`src/verilog/iifs_pkg.sv`:
```
// What this block does
// - The filter time is the setting code times 20 ms, so 20 ms to 2540 ms.
// - A filter-settings length of zero turns input filtering off.
// - A new setting is taken while running, with no switch to change.
// - The status word is returned only when its length is 16; it defaults to 0.
// - Internal status is carried in the lowest eleven bits of the status word.
// - Status bit 9 is high while the module is not ready.
// - The terminal block indicator is green when latched and red when not.
// - A change of the latched state sends an attached or detached message.
// - Response uncertainty stays within one filter step of the set time.
// - Sixteen independent points each have an indicator of their state.
package iifs_pkg;
  localparam int unsigned CLK_HZ       = 10_000_000;
  localparam int unsigned STEP_MS      = 20;
  localparam int unsigned STEP_CYCLES  = CLK_HZ / 1000 * STEP_MS;
  localparam int unsigned DIV_W        = 18;
  localparam int unsigned POINTS       = 16;
  localparam int unsigned CODE_W       = 7;
  localparam logic [4:0]  LEN_ON       = 5'h10;
  localparam logic [4:0]  LEN_OFF      = 5'h00;
  localparam logic [6:0]  CODE_MIN     = 7'h01;
  localparam logic [6:0]  CODE_RST     = 7'h01;
  localparam int unsigned ST_TB_OPEN   = 0;
  localparam int unsigned ST_BAD_CODE  = 1;
  localparam int unsigned ST_NOT_READY = 9;
  localparam int unsigned ST_USED_BITS = 11;
endpackage

```
`src/verilog/iifs_ctl_if.sv`:
```
`timescale 1ns/1ps
`default_nettype none
interface iifs_ctl_if;
  logic       tick;
  logic       en;
  logic [6:0] code;
  modport src  (output tick, output en, output code);
  modport sink (input tick, input en, input code);
endinterface
`default_nettype wire

```
`src/verilog/iifs_point_filter.sv`:
```
`timescale 1ns/1ps
`default_nettype none
module iifs_point_filter (
  // Clock and reset.
  input  wire logic  ref_clk,
  input  wire logic  rst,
  // Shared filter control.
  iifs_ctl_if.sink   ctl,
  // Point level.
  input  wire logic  raw_in,
  output logic       level_out
);
  typedef struct packed {
    logic       level;
    logic [6:0] cnt;
  } iifs_pf_state_t;

  iifs_pf_state_t s_q;
  iifs_pf_state_t s_d;

  always_comb begin
    s_d = s_q;
    if (!ctl.en) begin
      s_d.level = raw_in;
      s_d.cnt   = '0;
    end else if (raw_in == s_q.level) begin
      s_d.cnt = '0;
    end else if (ctl.tick) begin
      // The first step is partial, so the hold is code-1 to code steps.
      if (s_q.cnt + 7'h01 >= ctl.code) begin
        s_d.level = raw_in;
        s_d.cnt   = '0;
      end else begin
        s_d.cnt = s_q.cnt + 7'h01;
      end
    end
  end

  always_ff @(posedge ref_clk or posedge rst) begin
    if (rst) begin
      s_q <= '0;
    end else begin
      s_q <= s_d;
    end
  end

  assign level_out = s_q.level;
endmodule
`default_nettype wire

```
`src/verilog/iifs_top.sv`:
```
`timescale 1ns/1ps
`default_nettype none
module iifs_top #(
  parameter int unsigned STEP_CYCLES = iifs_pkg::STEP_CYCLES
) (
  // Clock and reset.
  input  wire logic        ref_clk,
  input  wire logic        rst,
  // Field inputs and point indicators.
  input  wire logic [15:0] field_in,
  output logic      [15:0] input_state,
  output logic      [15:0] point_led,
  // Filter configuration from the controller.
  input  wire logic [4:0]  filter_len,
  input  wire logic [7:0]  filter_code,
  // Status word to the controller.
  input  wire logic [4:0]  status_len,
  output logic      [15:0] status_word,
  output logic             status_valid,
  // Terminal block.
  input  wire logic        tb_latched,
  output logic             terminal_block_indicator_green,
  output logic             terminal_block_indicator_red,
  output logic             block_attached_message,
  output logic             block_detached_message
);
  typedef struct packed {
    logic [iifs_pkg::DIV_W-1:0] div;
    logic                       tick;
    logic [6:0]                 code;
    logic                       bad_code;
    logic                       ready;
    logic                       tb;
    logic                       attach;
    logic                       detach;
    logic [15:0]                status;
    logic                       status_vld;
  } iifs_top_state_t;

  iifs_top_state_t s_q;
  iifs_top_state_t s_d;
  logic [15:0]     levels;
  logic            code_ok;
  logic            filt_en;

  iifs_ctl_if ctl ();

  assign code_ok = (filter_code[7] == 1'b0)
                   && (filter_code[6:0] >= iifs_pkg::CODE_MIN);
  assign filt_en = (filter_len != iifs_pkg::LEN_OFF);

  always_comb begin
    s_d        = s_q;
    s_d.tick   = 1'b0;
    s_d.attach = 1'b0;
    s_d.detach = 1'b0;
    if (s_q.div == iifs_pkg::DIV_W'(STEP_CYCLES - 1)) begin
      s_d.div  = '0;
      s_d.tick = 1'b1;
    end else begin
      s_d.div = s_q.div + iifs_pkg::DIV_W'(1);
    end
    // A code out of range is refused and the last good one stays in use.
    if (code_ok) begin
      s_d.code     = filter_code[6:0];
      s_d.bad_code = 1'b0;
      s_d.ready    = 1'b1;
    end else begin
      s_d.bad_code = 1'b1;
    end
    if (!filt_en) begin
      s_d.ready = 1'b1;
    end
    s_d.tb = tb_latched;
    if (tb_latched && !s_q.tb) begin
      s_d.attach = 1'b1;
    end
    if (!tb_latched && s_q.tb) begin
      s_d.detach = 1'b1;
    end
    s_d.status_vld = (status_len == iifs_pkg::LEN_ON);
    s_d.status     = '0;
    if (s_d.status_vld) begin
      s_d.status[iifs_pkg::ST_TB_OPEN]   = !tb_latched;
      s_d.status[iifs_pkg::ST_BAD_CODE]  = s_d.bad_code;
      s_d.status[iifs_pkg::ST_NOT_READY] = !s_d.ready;
    end
  end

  always_ff @(posedge ref_clk or posedge rst) begin
    if (rst) begin
      s_q      <= '0;
      s_q.code <= iifs_pkg::CODE_RST;
    end else begin
      s_q <= s_d;
    end
  end

  assign ctl.tick = s_q.tick;
  assign ctl.en   = filt_en;
  assign ctl.code = s_q.code;

  genvar gi;
  generate
    for (gi = 0; gi < iifs_pkg::POINTS; gi++) begin : g_pt
      iifs_point_filter u_pf (
        .ref_clk   (ref_clk),
        .rst       (rst),
        .ctl       (ctl),
        .raw_in    (field_in[gi]),
        .level_out (levels[gi])
      );
    end
  endgenerate

  assign input_state                    = levels;
  assign point_led                      = levels;
  assign status_word                    = s_q.status;
  assign status_valid                   = s_q.status_vld;
  assign terminal_block_indicator_green = s_q.tb;
  assign terminal_block_indicator_red   = !s_q.tb;
  assign block_attached_message         = s_q.attach;
  assign block_detached_message         = s_q.detach;
endmodule
`default_nettype wire

```
`config.mk`:
```
export PLATFORM = sky130hd
export DESIGN_NAME = iifs_top
export DESIGN_NICKNAME = d
export VERILOG_FILES = /design/src/verilog/iifs_pkg.sv /design/src/verilog/iifs_ctl_if.sv /design/src/verilog/iifs_point_filter.sv /design/src/verilog/iifs_top.sv
export SDC_FILE = /design/constraint.sdc
export NUM_CORES = 1
export LEC_CHECK = 0
export BUFFER_PORTS_ARGS = -buffer_cell sky130_fd_sc_hd__clkbuf_2
export CORE_MARGIN = 2
export CORE_UTILIZATION = 66
export DETAILED_ROUTE_END_ITERATION = 8
export PLACE_DENSITY_LB_ADDON = 0.12
export SYNTH_ARGS = -nofsm -noshare
export SYNTH_HDL_FRONTEND = slang
export SYNTH_SLANG_ARGS = --single-unit
```
`constraint.sdc`:
```
create_clock -name ref_clk -period 8.1 [get_ports ref_clk]
set_input_delay 0.405 -clock ref_clk [delete_from_list [all_inputs] [get_ports ref_clk]]
set_output_delay 0.405 -clock ref_clk [all_outputs]
set_load 0.02 [all_outputs]
```
# Word level (Yosys, flattened, before mapping)
# Index checks and enable logic that the tools add are counted.
[word_totals] reg_bits=162 latch_bits=0 mem_bits_rw=0 romBits=0 in_bits=37 word_cells=271 memories=0
[op_classes] n_addsub=17 n_mul=0 n_div=0 n_lt_le_gt_ge=17 n_eq_ne=67 shift=0 mux=105 bitwise_logic=1 n_reduce_logical=23
[op_table] op="8-bit two-way mux" count=32
[op_table] op="7-bit two-way mux" count=32
[op_table] op="7-bit by 1-bit adder with 7-bit output (second input constant)" count=16
[op_table] op="7-bit greater-or-equal comparator" count=16
[op_table] op="3-bit AND reduction" count=16
[op_table] op="3-bit by 2-bit inequality test with 1-bit output (second input constant)" count=15
[op_table] op="1-bit two-way mux" count=39
[op_table] op="2-bit inequality test (second input constant)" count=18
[op_table] op="2-bit by 1-bit inequality test with 1-bit output (second input constant)" count=15
[op_table] op="18-bit by 1-bit adder with 18-bit output (second input constant)" count=1
[op_table] op="18-bit equality test (second input constant)" count=1
[op_table] op="18-bit two-way mux" count=1
[op_table] op="1-bit equality test" count=16
[op_table] op="7-bit by 1-bit greater-or-equal comparator with 1-bit output (second input constant)" count=1
[op_table] op="5-bit equality test (second input constant)" count=1
[op_table] op="5-bit nonzero test" count=1
[op_table] op="1-bit logical AND" count=3
[op_table] op="1-bit zero test" count=3
[op_table] op="3-bit inequality test (second input constant)" count=1
[op_table] op="2-bit two-way mux" count=1
[op_table] op="1-bit inverter" count=1

# Logic depth before layout (Yosys ltp)
# Gate-level depths: netlist (run 1).
[depth] ltp_word=6 ltp_mapped=11

# By module
# Synthesis (run 1) repeated with hierarchy kept, for this count alone.
[hier_totals] hier_cells=1165 hier_area_um2=11106.9
[modules_own_cells] mod="iifs_point_filter" n_inst=16 cells_each=63 area_per_inst_um2=588.1 seq_area_each_um2=200.2
[modules_own_cells] mod="iifs_top" n_inst=1 cells_each=157 area_per_inst_um2=1697.9 seq_area_each_um2=852.1

# Worst setup path after synthesis (run 1)
# Ideal clock, no wire load.
[synth_path] path_type="register -> register" start="register g_pt[3].u_pf.s_q[0] (netlist bit)" end="register g_pt[3].u_pf.s_q[0] (netlist bit)" arrival_time_ns=2.513 t_required_ns=8.035 setup_slack_ns=5.522 path_stages_with_launch=11 n_path_buf=1 period_less_slack_ns=2.578 path_cell_list="dfrtp_1 > ha_1 > nand3_1 > nor2_1 > xor2_1 > ha_1 > and3_1 > a2111oi_2 > and3_1 > clkbuf_1 > mux2_2"
[synth_between] elab_chain_len=6
[synth_rtl] element="start, declared" line="iifs_point_filter.sv:18" source="iifs_pf_state_t s_q;"
[synth_rtl] element="start signal, assigned" line="iifs_point_filter.sv:41" source="s_q <= '0;"
[synth_rtl] element="start signal, assigned" line="iifs_point_filter.sv:43" source="s_q <= s_d;"
[synth_rtl] element="7-bit by 1-bit adder with 7-bit output *" line="iifs_point_filter.sv:30, iifs_point_filter.sv:34"
[synth_rtl] element="7-bit greater-or-equal comparator" line="iifs_point_filter.sv:30" source="if (s_q.cnt + 7'h01 >= ctl.code) begin"
[synth_rtl] element="7-bit two-way mux *" line="iifs_point_filter.sv:30"
[synth_rtl] element="8-bit two-way mux *" line="iifs_point_filter.sv:28" source="end else if (ctl.tick) begin"
[synth_rtl] element="7-bit two-way mux *" line="iifs_point_filter.sv:26" source="end else if (raw_in == s_q.level) begin"
[synth_rtl] element="8-bit two-way mux *" line="iifs_point_filter.sv:23" source="if (!ctl.en) begin"
# Every way passes the cells marked *; elsewhere a longest branch is shown, timed or not. The select of a mux whose other input is x is not followed.
# A chain may end at the register's enable or synchronous reset.

# Worst setup path in the final report (run 1)
# Same ends and word-level chain as after synthesis.

==> run_results.csv, run 1 <==
group,metric,value,unit
grt,antenna_found_initial,0,
worst_setup_path,r2r_setup_slack,5210,ps
worst_hold_path,hold_class,"primary input to asynchronous set/reset pin",
layout,fin_nets,1263,
worst_setup_path,cpMaxStageDelayCell,"a2111oi_2",
layout,nFillCells,1278,
die,core,16300,um^2
route,firstDrtPassIters,5,
timing,worst_pin_slew,1080,ps
worst_setup_path,r2r_end,"g_pt[3].u_pf.s_q[0]$_DFFE_PP0P_",
layout,areaGrowthSynthToFinish,7.43,%
worst_setup_path,critPathCaptureType,"flip-flop",
synthesis,yosysMostFrequentCell,"dfrtp_1",
worst_setup_path,required,8460,ps
synthesis,ys_seq_area_share,37.2,%
clock_tree,cts_htree_levels,4,
power,power_density,165,nW/um^2
route,drcViolationCount,0,
power,p_total,1.94,mW
timing,maxSlewViolCount,0,
grt,grt_pass1_vias,8062,
synthesis,ys_types,52,
layout,ff_latch_area,4060,um^2
synthesis,synth_top_cells_by_count,"dfrtp_1, ha_1, nor2_1",
layout,fin_area,11700,um^2
clock_tree,numCtsBuffers,17,
clock_tree,cts_tree,"done",
worst_setup_path,reg2reg_from,"g_pt[3].u_pf.s_q[0]$_DFFE_PP0P_",
clock_tree,cts_setup_buffers,0,
layout,instances_no_fill,1330,
timing,hold_violations,0,
timing,skew,8.66,ps
grt,grt_remaining_overflow,0,
die,initial_core_util,66.8,%
timing,period_minus_slack,2890,ps
layout,insertedDiodeCount,0,
power,power_leakage,5.73,nW
place,place_congestion,0.849,
synthesis,postSynthCellCount,1060,
worst_setup_path,reg2reg_depth,9,
timing,finalSetupTns,0,ps
synthesis,syn_area,10900,um^2
clock_tree,clkTransAtPathRegs,70,ps
power,peakVddDrop,0.152,mV
synthesis,yosysWarnings,0,
clock_tree,cts_root_buf,"clkbuf_16",
place,dp_hpwl,15500,um
worst_setup_path,critPathMaxFanout,6,
timing,fmax,346,MHz
die,rows,47,
clock_tree,cts.path.max_buffers,2,
synthesis,syn_area_per_cell,10.3,um^2
die,ios,90,
worst_setup_path,cp.arrival,3250,ps
place,port_buffers,76,
route,num_vias,7982,
timing,relSlewSlack,27.7,%
route,postRouteAntennaNets,0,
place,postPlaceCellArea,11100,um^2
clock_tree,hold_buffers,0,
grt,grt_usage,26.8,%
place,place_inst,1298,
worst_setup_path,crit_type,"flip-flop to flip-flop",
route,routedWlPerCell,16.9,um
clock_tree,cts_resized,0,
run_status,status,"complete, no violations",
die,die_area,17600,um^2
synthesis,synthFlopType,"dfrtp_1",
worst_setup_path,cpPeakStageDelay,560,ps
synthesis,synthArstFlopShare,100,%
synthesis,synthTopCellsByArea,"dfrtp_1, ha_1, xnor2_1, a22o_1, xor2_1",
worst_setup_path,worstPathBufferInverterCount,0,
worst_setup_path,crit_family,"simple AND/OR/NAND/NOR gates",
route,wl,22500,um
layout,layout-drive-gt1-share,13.9,%
die,die_h,133,um
clock_tree,clk_latency,430,ps
synthesis,yosys.area.top_type,"dfrtp_1",
route,vias_per_cell,6.00,
timing,fin_crit_sh,35.7,%
route,drt_iter0_drc,483,
synthesis,synth-edff-count,0,
grt,grt_pass1_wl,38200,um
clock_tree,clock-sinks,162,
synthesis,ys_ff_latch,162,
job,drv_cap,0,
synthesis,synth_top_area_share,36.9,%
grt,grt_max_degree,89,
layout,multi_input_area,6280,um^2
worst_setup_path,start_kind,"flip-flop",
timing,finalSetupViolCount,0,
die,dieWidth,133,um
timing,rsz0062_at_grt,"false",
worst_setup_path,path_cells,"ha_1 > nand3_1 > nor2_1 > xor2_1 > ha_1 > and3_1 > a2111oi_2 > and3_1 > mux2_2",
cells by family (layout without fill, tap and decap cells):
kind of cell | count (synthesis) | count (layout) | share of synthesized area [%]
AOI/OAI and AO/OA | 190 | 190 | 14.2
xor gates and xnor gates | 109 | 109 | 8.75
adders and majority gates | 129 | 129 | 14.8
buffers and inverters | 97 | 135 | 5.74
DFF | 162 | 162 | 37.2
muxes | 40 | 40 | 4.00
other | 1 | 13 | 0.0344
and+or+nand+nor | 332 | 332 | 15.4
routing by layer:
metal,up-vias,routed length [um],track usage [%]
li1,3904,-,-
met1,3884,10100,35.1
met2,157,11100,45.9
met3,37,861,4.52
met4,0,382,7.71
met5,-,0,0
through the flow:
stage               setup slack (ps)  utilization [%]  hold slack (ps)
global placement                5290             67.9              435
floorplan                       3320                -              434
detailed placement              5280             67.9              445
CTS                             5250             71.7              117
global route                    5050             71.7              122
finish                          5210             71.7              114
layout make-up:
cell class / count / area share [%]
clock inverters: 14 / 1.54
inverters: 24 / 0.811
well taps: 220 / 2.35
clock buffers: 18 / 3.75
flip-flops and latches: 162 / 34.6
repair buffers: 79 / 3.44
multi-input cells: 813 / 53.5
power breakdown:
group / total (mW) / internal, mW / switching [mW]
registers: 0.844 / 0.825 / 0.0190
clock network: 0.844 / 0.497 / 0.347
logic: 0.249 / 0.0837 / 0.165
sequential cells by signal, indices dropped and copies added (netlist names):
| name | flops |
|---|---|
| status_word | 3 |
| status_valid | 1 |
| block_detached_message | 1 |
| ctl.tick | 1 |
| g_pt.u_pf.s_q | 112 |
| terminal_block_indicator_green | 1 |
| s_q | 19 |
| g_pt.u_pf.level_out | 16 |
| block_attached_message | 1 |
| ctl.code | 7 |
worst max-delay path by stage:
stage                                          from                          endpoint  slack (ps)  depth (start not counted)
CTS                 g_pt[3].u_pf.s_q[0]$_DFFE_PP0P_   g_pt[3].u_pf.s_q[0]$_DFFE_PP0P_        5250                          9
global placement            ctl.code[0]$_DFFE_PP1P_   g_pt[7].u_pf.s_q[0]$_DFFE_PP0P_        5290                          6
floorplan                                       rst  block_attached_message$_DFF_PP0_        3320                          1
finish              g_pt[3].u_pf.s_q[0]$_DFFE_PP0P_   g_pt[3].u_pf.s_q[0]$_DFFE_PP0P_        5210                          9
detailed placement          ctl.code[5]$_DFFE_PP0P_   g_pt[7].u_pf.s_q[0]$_DFFE_PP0P_        5280                          7
global route        g_pt[3].u_pf.s_q[0]$_DFFE_PP0P_   g_pt[3].u_pf.s_q[0]$_DFFE_PP0P_        5050                          9
layout by cell type, fill, tap and decap left out, types with 5 or more instances in the layout:
cell,instances
nand2_1,61
inv_1,23
nand3_1,66
nor2b_1,20
xnor2_1,63
a41oi_1,11
nor2_1,78
ha_1,129
nor3b_1,5
mux2i_1,11
dfrtp_1,161
a211o_1,14
o21ai_0,23
a32o_1,16
and2_1,5
nand2b_1,22
nand4_1,29
clkbuf_2,76
a211oi_2,6
a21oi_1,36
clkbuf_16,17
conb_1,13
nor3_1,5
mux2_2,26
a22o_1,60
xor2_1,46
and3_1,28
(Power assumes the default switching activity.)
==> run 2, diff against run 1 <==
--- a/config.mk
+++ b/config.mk
@@ -7,7 +7,7 @@
 export LEC_CHECK = 0
 export BUFFER_PORTS_ARGS = -buffer_cell sky130_fd_sc_hd__clkbuf_2
 export CORE_MARGIN = 2
-export CORE_UTILIZATION = 66
+export CORE_UTILIZATION = 55
 export DETAILED_ROUTE_END_ITERATION = 8
 export PLACE_DENSITY_LB_ADDON = 0.12
 export SYNTH_ARGS = -nofsm -noshare
==> constraint.sdc (replaced) <==
create_clock -name ref_clk -period 2.47 [get_ports ref_clk]
set_input_delay 0.1235 -clock ref_clk [delete_from_list [all_inputs] [get_ports ref_clk]]
set_output_delay 0.1235 -clock ref_clk [all_outputs]
set_load 0.02 [all_outputs]
==> run 2 against run 1 <==
  * Sequential power grew to 3.3 times the previous value
  * Critical path depth grew 1
  * Sequential share of layout area shrank 3.8 points
  * Core utilization shrank 3.9 points
  * Setup slack lost 5100 ps
  * Fmax grew 20%
  * Cell count grew 13%
  * Die area grew 19%
  * Non-clock buffer count grew 125
  * Hold slack gained 280 ps
  * Critical path type unchanged
==> run_results.csv, run 2 (synthesis results as in run 1) <==
group,metric,value,unit
power,p_int,4.80,mW
layout,mostFrequentLayoutCell,"dfrtp_1",
die,dieWidth,145,um
die,initial_core_util,56.1,%
worst_hold_path,hold_class,"primary input to flip-flop",
power,power_density,501,nW/um^2
timing,relSlewSlack,41.1,%
route,routedWlPerCell,16.5,um
worst_setup_path,critPathMaxFanout,3,
route,vias_per_cell,5.61,
worst_setup_path,r2r_end,"g_pt[3].u_pf.level_out$_DFFE_PP0P_",
layout,insertedDiodeCount,0,
route,postRouteAntennaNets,0,
layout,nFillCells,1474,
power,p_sw_share,27.5,%
timing,rsz0062_at_grt,"true",
worst_setup_path,critPathCaptureType,"flip-flop",
grt,use_met1,32.4,%
layout,multi_input_area,6590,um^2
worst_setup_path,crit_type,"flip-flop to flip-flop",
grt,grt_max_degree,163,
job,drv_cap,0,
place,place_worst_setup_slack,-28.1,ps
grt,busiest_layer,"met2",
power,peakVddDrop,0.444,mV
power,pwr-share-seq,41.7,%
die,die_h,145,um
clock_tree,clk_latency,430,ps
clock_tree,cts_tree,"done",
place,port_buffers,76,
clock_tree,cts_htree_levels,4,
grt,grt_pass1_vias,8244,
worst_setup_path,reg2reg_from,"g_pt[3].u_pf.s_q[1]$_DFFE_PP0P_",
die,rows,51,
layout,instances_no_fill,1500,
timing,period_minus_slack,2400,ps
timing,fin_crit_sh,97.2,%
route,wl,24700,um
clock_tree,clock-sinks,162,
timing,postLayoutSetupSlackWorst,70.0,ps
worst_setup_path,required,2780,ps
grt,antenna_found_initial,0,
grt,grt_remaining_overflow,0,
layout,fin_nets,1388,
clock_tree,numCtsBuffers,17,
die,die_area,21000,um^2
grt,grt_pass1_wl,40300,um
timing,maxSlewViolCount,0,
worst_setup_path,cp.arrival,2710,ps
route,num_vias,8420,
layout,largest_reg_flops,112,
worst_setup_path,start_kind,"flip-flop",
place,place_congestion,0.881,
power,clkPwrFrac,43.6,%
clock_tree,clkTransAtPathRegs,70,ps
timing,hold_violations,0,
grt,grtUsageMet2,41.9,%
grt,met3_usage,4.28,%
worst_hold_path,hp-start,"tb_latched",
power,power_leakage,6.38,nW
timing,worst_pin_slew,883,ps
clock_tree,cts.path.max_buffers,2,
worst_setup_path,reg2reg_depth,10,
clock_tree,cts_root_buf,"clkbuf_16",
worst_hold_path,holdPathStages,2,
place,dp_hpwl,16400,um
layout,fin_util,67.8,%
power,p_sw,1.82,mW
route,drt_iter0_drc,386,
grt,grt_usage,24.4,%
timing,finalSetupViolCount,0,
layout,largest-register,"g_pt.u_pf.s_q",
layout,layout-drive-gt1-share,24.9,%
route,drcViolationCount,0,
die,ios,90,
layout,areaGrowthSynthToFinish,20.9,%
layout,final_cell_mix,"dfrtp_1, ha_1, buf_4, clkbuf_2, nor2_1",
timing,fmax,417,MHz
worst_setup_path,r2r_setup_slack,70,ps
die,core,19500,um^2
timing,skew,10.9,ps
route,firstDrtPassIters,4,
place,place_inst,1416,
power,p_comb_share,14.7,%
layout,ff_latch_area,4060,um^2
run_status,status,"complete, no violations",
worst_hold_path,min_to,"terminal_block_indicator_green$_DFF_PP0_",
run 2: cell types whose count changed in the layout (fill, tap and decap cells not counted), sizes merged:
| cell | previous run | this run |
|---|---|---|
| buf | 3 | 98 |
| bufinv | 3 | 4 |
| clkbuf | 94 | 95 |
| clkinv | 5 | 1 |
| dlygate4sd3 | 0 | 30 |
| inv | 26 | 28 |
run 2: layer usage:
metal / wire length (um) / vias to the layer above
met2: 12200 / 125
met4: 248 / 0
met5: 0 / -
met1: 11500 / 4133
met3: 713 / 20
li1: - / 4142
run 2: worst max-delay path: stages, from the launching register on:
cell and delay, ps:
dfrtp_1 370, buf_4 130, and3_4 170, nand3_2 90, xnor2_2 170, ha_1 330, and3_4 170, a2111oi_4 350
buf_4 180, a21oi_2 50, mux2_2 280
run 2: cell type report:
cell class | instances | area share [%]
timing repair buffer | 204 | 11.3
inverter | 24 | 0.711
multi-input combinational | 813 | 49.9
clock inverter | 13 | 1.50
sequential | 162 | 30.8
tap | 265 | 2.51
clock buffer | 19 | 3.28
run 2: how the worst max path moves through the flow:
stage          cells after the start                              from                                   to
6_report                          10   g_pt[3].u_pf.s_q[1]$_DFFE_PP0P_   g_pt[3].u_pf.level_out$_DFFE_PP0P_
2_1_floorplan                     10   g_pt[3].u_pf.s_q[0]$_DFFE_PP0P_      g_pt[3].u_pf.s_q[0]$_DFFE_PP0P_
4_1_cts                           10   g_pt[3].u_pf.s_q[0]$_DFFE_PP0P_   g_pt[3].u_pf.level_out$_DFFE_PP0P_
3_3_place_gp                      10  g_pt[10].u_pf.s_q[1]$_DFFE_PP0P_  g_pt[10].u_pf.level_out$_DFFE_PP0P_
5_1_grt                           10   g_pt[6].u_pf.s_q[0]$_DFFE_PP0P_   g_pt[6].u_pf.level_out$_DFFE_PP0P_
3_5_place_dp                      10  g_pt[10].u_pf.s_q[1]$_DFFE_PP0P_  g_pt[10].u_pf.level_out$_DFFE_PP0P_
run 2: timing repair:
action                                 CTS  global route
setup endpoints to repair                6           112
resized for setup                        3            79
hold buffers                            30             0
setup buffers                            0            22
pin swaps                                2            57
endpoints found under the hold margin   55             0
run 2: power by group through the flow:
| stage | clock network (mW) | logic [mW] | registers (mW) |
|---|---|---|---|
| finish | 2.88 | 0.973 | 2.76 |
| floorplan | 0 | 0.683 | 2.80 |
| global placement | 0 | 0.897 | 2.80 |
| detailed placement | 0 | 0.915 | 2.81 |
| global route | 3.05 | 1.08 | 2.76 |
| CTS | 2.94 | 0.956 | 2.76 |
run 2: stage by stage:
step           setup TNS [ps]  instance area [um^2]  hold WS [ps]  total power, mW
2_1_floorplan               0                 11000           155             3.49
3_3_place_gp                0                 11800           282             3.70
3_5_place_dp            -28.1                 11800           285             3.72
4_1_cts                     0                 12700           370             6.65
5_1_grt                  -363                 13200           407             6.90
6_report                    0                 13200           397             6.61
==> run 3, diff against run 2 <==
--- a/config.mk
+++ b/config.mk
@@ -7,7 +7,8 @@
 export LEC_CHECK = 0
 export BUFFER_PORTS_ARGS = -buffer_cell sky130_fd_sc_hd__clkbuf_2
 export CORE_MARGIN = 2
-export CORE_UTILIZATION = 55
+export CORE_UTILIZATION = 57
+export CTS_BUF_LIST = sky130_fd_sc_hd__clkbuf_4 sky130_fd_sc_hd__clkbuf_8
 export DETAILED_ROUTE_END_ITERATION = 8
 export PLACE_DENSITY_LB_ADDON = 0.12
 export SYNTH_ARGS = -nofsm -noshare
==> run 3 against run 2 <==
  * First-iteration DRC count shrank 12%
  * Setup slack gained 1.0 ps
  * Global-route usage shrank 0.32 points
  * Non-clock buffer count grew 5
  * Critical path depth grew 1
  * Largest power group is now sequential cells
==> run_results.csv, run 3 (synthesis results as in run 1) <==
group,metric,value,unit
worst_setup_path,cpPeakStageDelay,410,ps
worst_setup_path,r2r_setup_slack,70,ps
worst_setup_path,crit_family,"adder cells",
route,postRouteAntennaNets,0,
worst_setup_path,cp.arrival,2750,ps
timing,fin_crit_sh,97.1,%
layout,mostFrequentLayoutCell,"dfrtp_1",
worst_hold_path,hold_class,"primary input to flip-flop",
place,postPlaceCellArea,11800,um^2
die,ios,90,
die,die_h,142,um
timing,period_minus_slack,2400,ps
route,num_vias,8490,
clock_tree,clk_latency,460,ps
timing,holdWs,266,ps
clock_tree,numCtsBuffers,17,
die,die_area,20300,um^2
timing,worst_pin_slew,886,ps
clock_tree,cts_htree_levels,4,
timing,finalSetupTns,0,ps
clock_tree,clock-sinks,162,
power,p_int,4.16,mW
timing,finalSetupViolCount,0,
timing,relSlewSlack,40.9,%
die,initial_core_util,58.2,%
worst_setup_path,critPathCapture,"g_pt[0].u_pf.level_out$_DFFE_PP0P_",
place,place_congestion,0.897,
place,place_worst_setup_slack,-29.8,ps
worst_hold_path,holdPathStages,4,
clock_tree,cts_root_buf,"clkbuf_8",
layout,fin_nets,1393,
worst_setup_path,r2r_end,"g_pt[0].u_pf.level_out$_DFFE_PP0P_",
power,pwr-share-seq,46.7,%
route,firstDrtPassIters,4,
layout,ff_latch_area,4060,um^2
power,peakVddDrop,0.393,mV
timing,maxSlewViolCount,0,
power,power_leakage,6.34,nW
worst_setup_path,critPathMaxFanout,4,
worst_setup_path,required,2820,ps
power,p_comb_share,16.9,%
timing,rsz0062_at_grt,"true",
route,drt_iter0_drc,338,
worst_setup_path,cp-startpoint,"g_pt[0].u_pf.s_q[1]$_DFFE_PP0P_",
worst_setup_path,start_kind,"flip-flop",
layout,areaGrowthSynthToFinish,18.6,%
grt,grt_remaining_overflow,0,
worst_setup_path,critPathCaptureType,"flip-flop",
place,port_buffers,76,
layout,final_cell_mix,"dfrtp_1, ha_1, buf_4, clkbuf_2, nor2_1",
worst_setup_path,path_common_cell,"ha_1",
power,p_sw_share,29.3,%
layout,insertedDiodeCount,0,
grt,grt_usage,24.1,%
timing,skew,17.7,ps
layout,fin_area,12900,um^2
route,vias_per_cell,5.76,
timing,fmax,417,MHz
power,power_density,455,nW/um^2
route,routedWlPerCell,16.6,um
worst_setup_path,reg2reg_from,"g_pt[0].u_pf.s_q[1]$_DFFE_PP0P_",
place,dp_hpwl,17000,um
layout,largest-register,"g_pt.u_pf.s_q",
layout,largest_reg_flops,112,
job,drv_cap,0,
layout,multi_input_area,6540,um^2
worst_setup_path,worst-path-stages,11,
layout,layout-drive-gt1-share,24.8,%
timing,postLayoutSetupSlackWorst,71.0,ps
grt,grt_pass1_vias,8019,
worst_setup_path,worstPathBufferInverterCount,1,
worst_setup_path,crit_type,"flip-flop to flip-flop",
run_status,status,"complete, no violations",
die,core,18800,um^2
worst_setup_path,path_cells,"ha_1 > nand3_1 > nor2_2 > xor2_1 > ha_1 > nand4_1 > nor2_1 > a211oi_2 > buf_4 > a21oi_1 > mux2_2",
worst_setup_path,cpMaxStageDelayCell,"dfrtp_1",
power,clkPwrFrac,36.4,%
clock_tree,cts.path.max_buffers,2,
route,drcViolationCount,0,
layout,nFillCells,1416,
die,rows,50,
grt,grt_pass1_wl,39000,um
clock_tree,cts_tree,"done",
timing,hold_violations,0,
die,dieWidth,142,um
grt,antenna_found_initial,0,
route,wl,24500,um
grt,grt_max_degree,50,
power,p_sw,1.72,mW
worst_setup_path,reg2reg_depth,11,
power,p_total,5.89,mW
clock_tree,clkTransAtPathRegs,90,ps
==> run 3: changes by cell type in the layout (fill, tap and decap cells not counted), sizes merged <==
cell / before / now
bufinv: 4 / 3
clkinv: 1 / 5
clkinvlp: 4 / 2
inv: 28 / 27
buf: 98 / 105
dlygate4sd3: 30 / 28
==> run 3: power by group through the flow <==
stage | Clock [mW] | Sequential, mW | Combinational [mW]
4_1_cts | 2.20 | 2.75 | 0.971
5_1_grt | 2.32 | 2.76 | 1.09
6_report | 2.14 | 2.75 | 0.995
3_3_place_gp | 0 | 2.80 | 0.916
3_5_place_dp | 0 | 2.80 | 0.929
2_1_floorplan | 0 | 2.80 | 0.683
==> run 3: timing repair <==
| item | in CTS | in global routing |
|---|---|---|
| resized for setup | 2 | 71 |
| gates cloned | 0 | 0 |
| endpoints found under the setup margin | 6 | 112 |
| buffers inserted | 0 | 27 |
| pin swaps | 0 | 48 |
| hold endpoints to repair | 57 | 0 |
| hold buffers | 28 | 0 |
==> run 3: area by class of cell <==
class	instances	share of cell area, %
multi-input combinational	813	50.5
inverter	24	0.725
sequential	162	31.3
tap	234	2.26
clock inverter	13	1.34
timing repair buffer	209	11.8
clock buffer	19	2.02
==> run 3: worst min-delay path, cell delays in order <==
cell,delay (ps)
clkbuf_2,160
nor2_8,110
a21oi_1,130
mux2_2,160
==> run 3: worst min-delay path by stage <==
stage | from | end
3_5_place_dp | rst | s_q[37]$_DFF_PP0_
3_3_place_gp | rst | s_q[37]$_DFF_PP0_
4_1_cts | filter_len[0] | g_pt[7].u_pf.level_out$_DFFE_PP0P_
6_report | filter_len[0] | g_pt[7].u_pf.level_out$_DFFE_PP0P_
2_1_floorplan | tb_latched | terminal_block_indicator_green$_DFF_PP0_
5_1_grt | filter_len[0] | g_pt[7].u_pf.level_out$_DFFE_PP0P_
==> run 3: metal layers <==
layer | track usage [%] | routed length (um) | vias to the layer above
li1 | - | - | 4166
met1 | 31.6 | 11200 | 4142
met2 | 41.4 | 12000 | 151
met3 | 4.54 | 852 | 31
met4 | 5.89 | 457 | 0
met5 | 0 | 0 | -
==> run 3: stage by stage <==
| step | utilization [%] | instances |
|---|---|---|
| after floorplan | - | 1072 |
| after global placement | 62.7 | 1387 |
| after detailed placement | 62.7 | 1387 |
| after CTS | 66.6 | 1447 |
| after global routing | 69.0 | 1474 |
| final | 69.0 | 1474 |
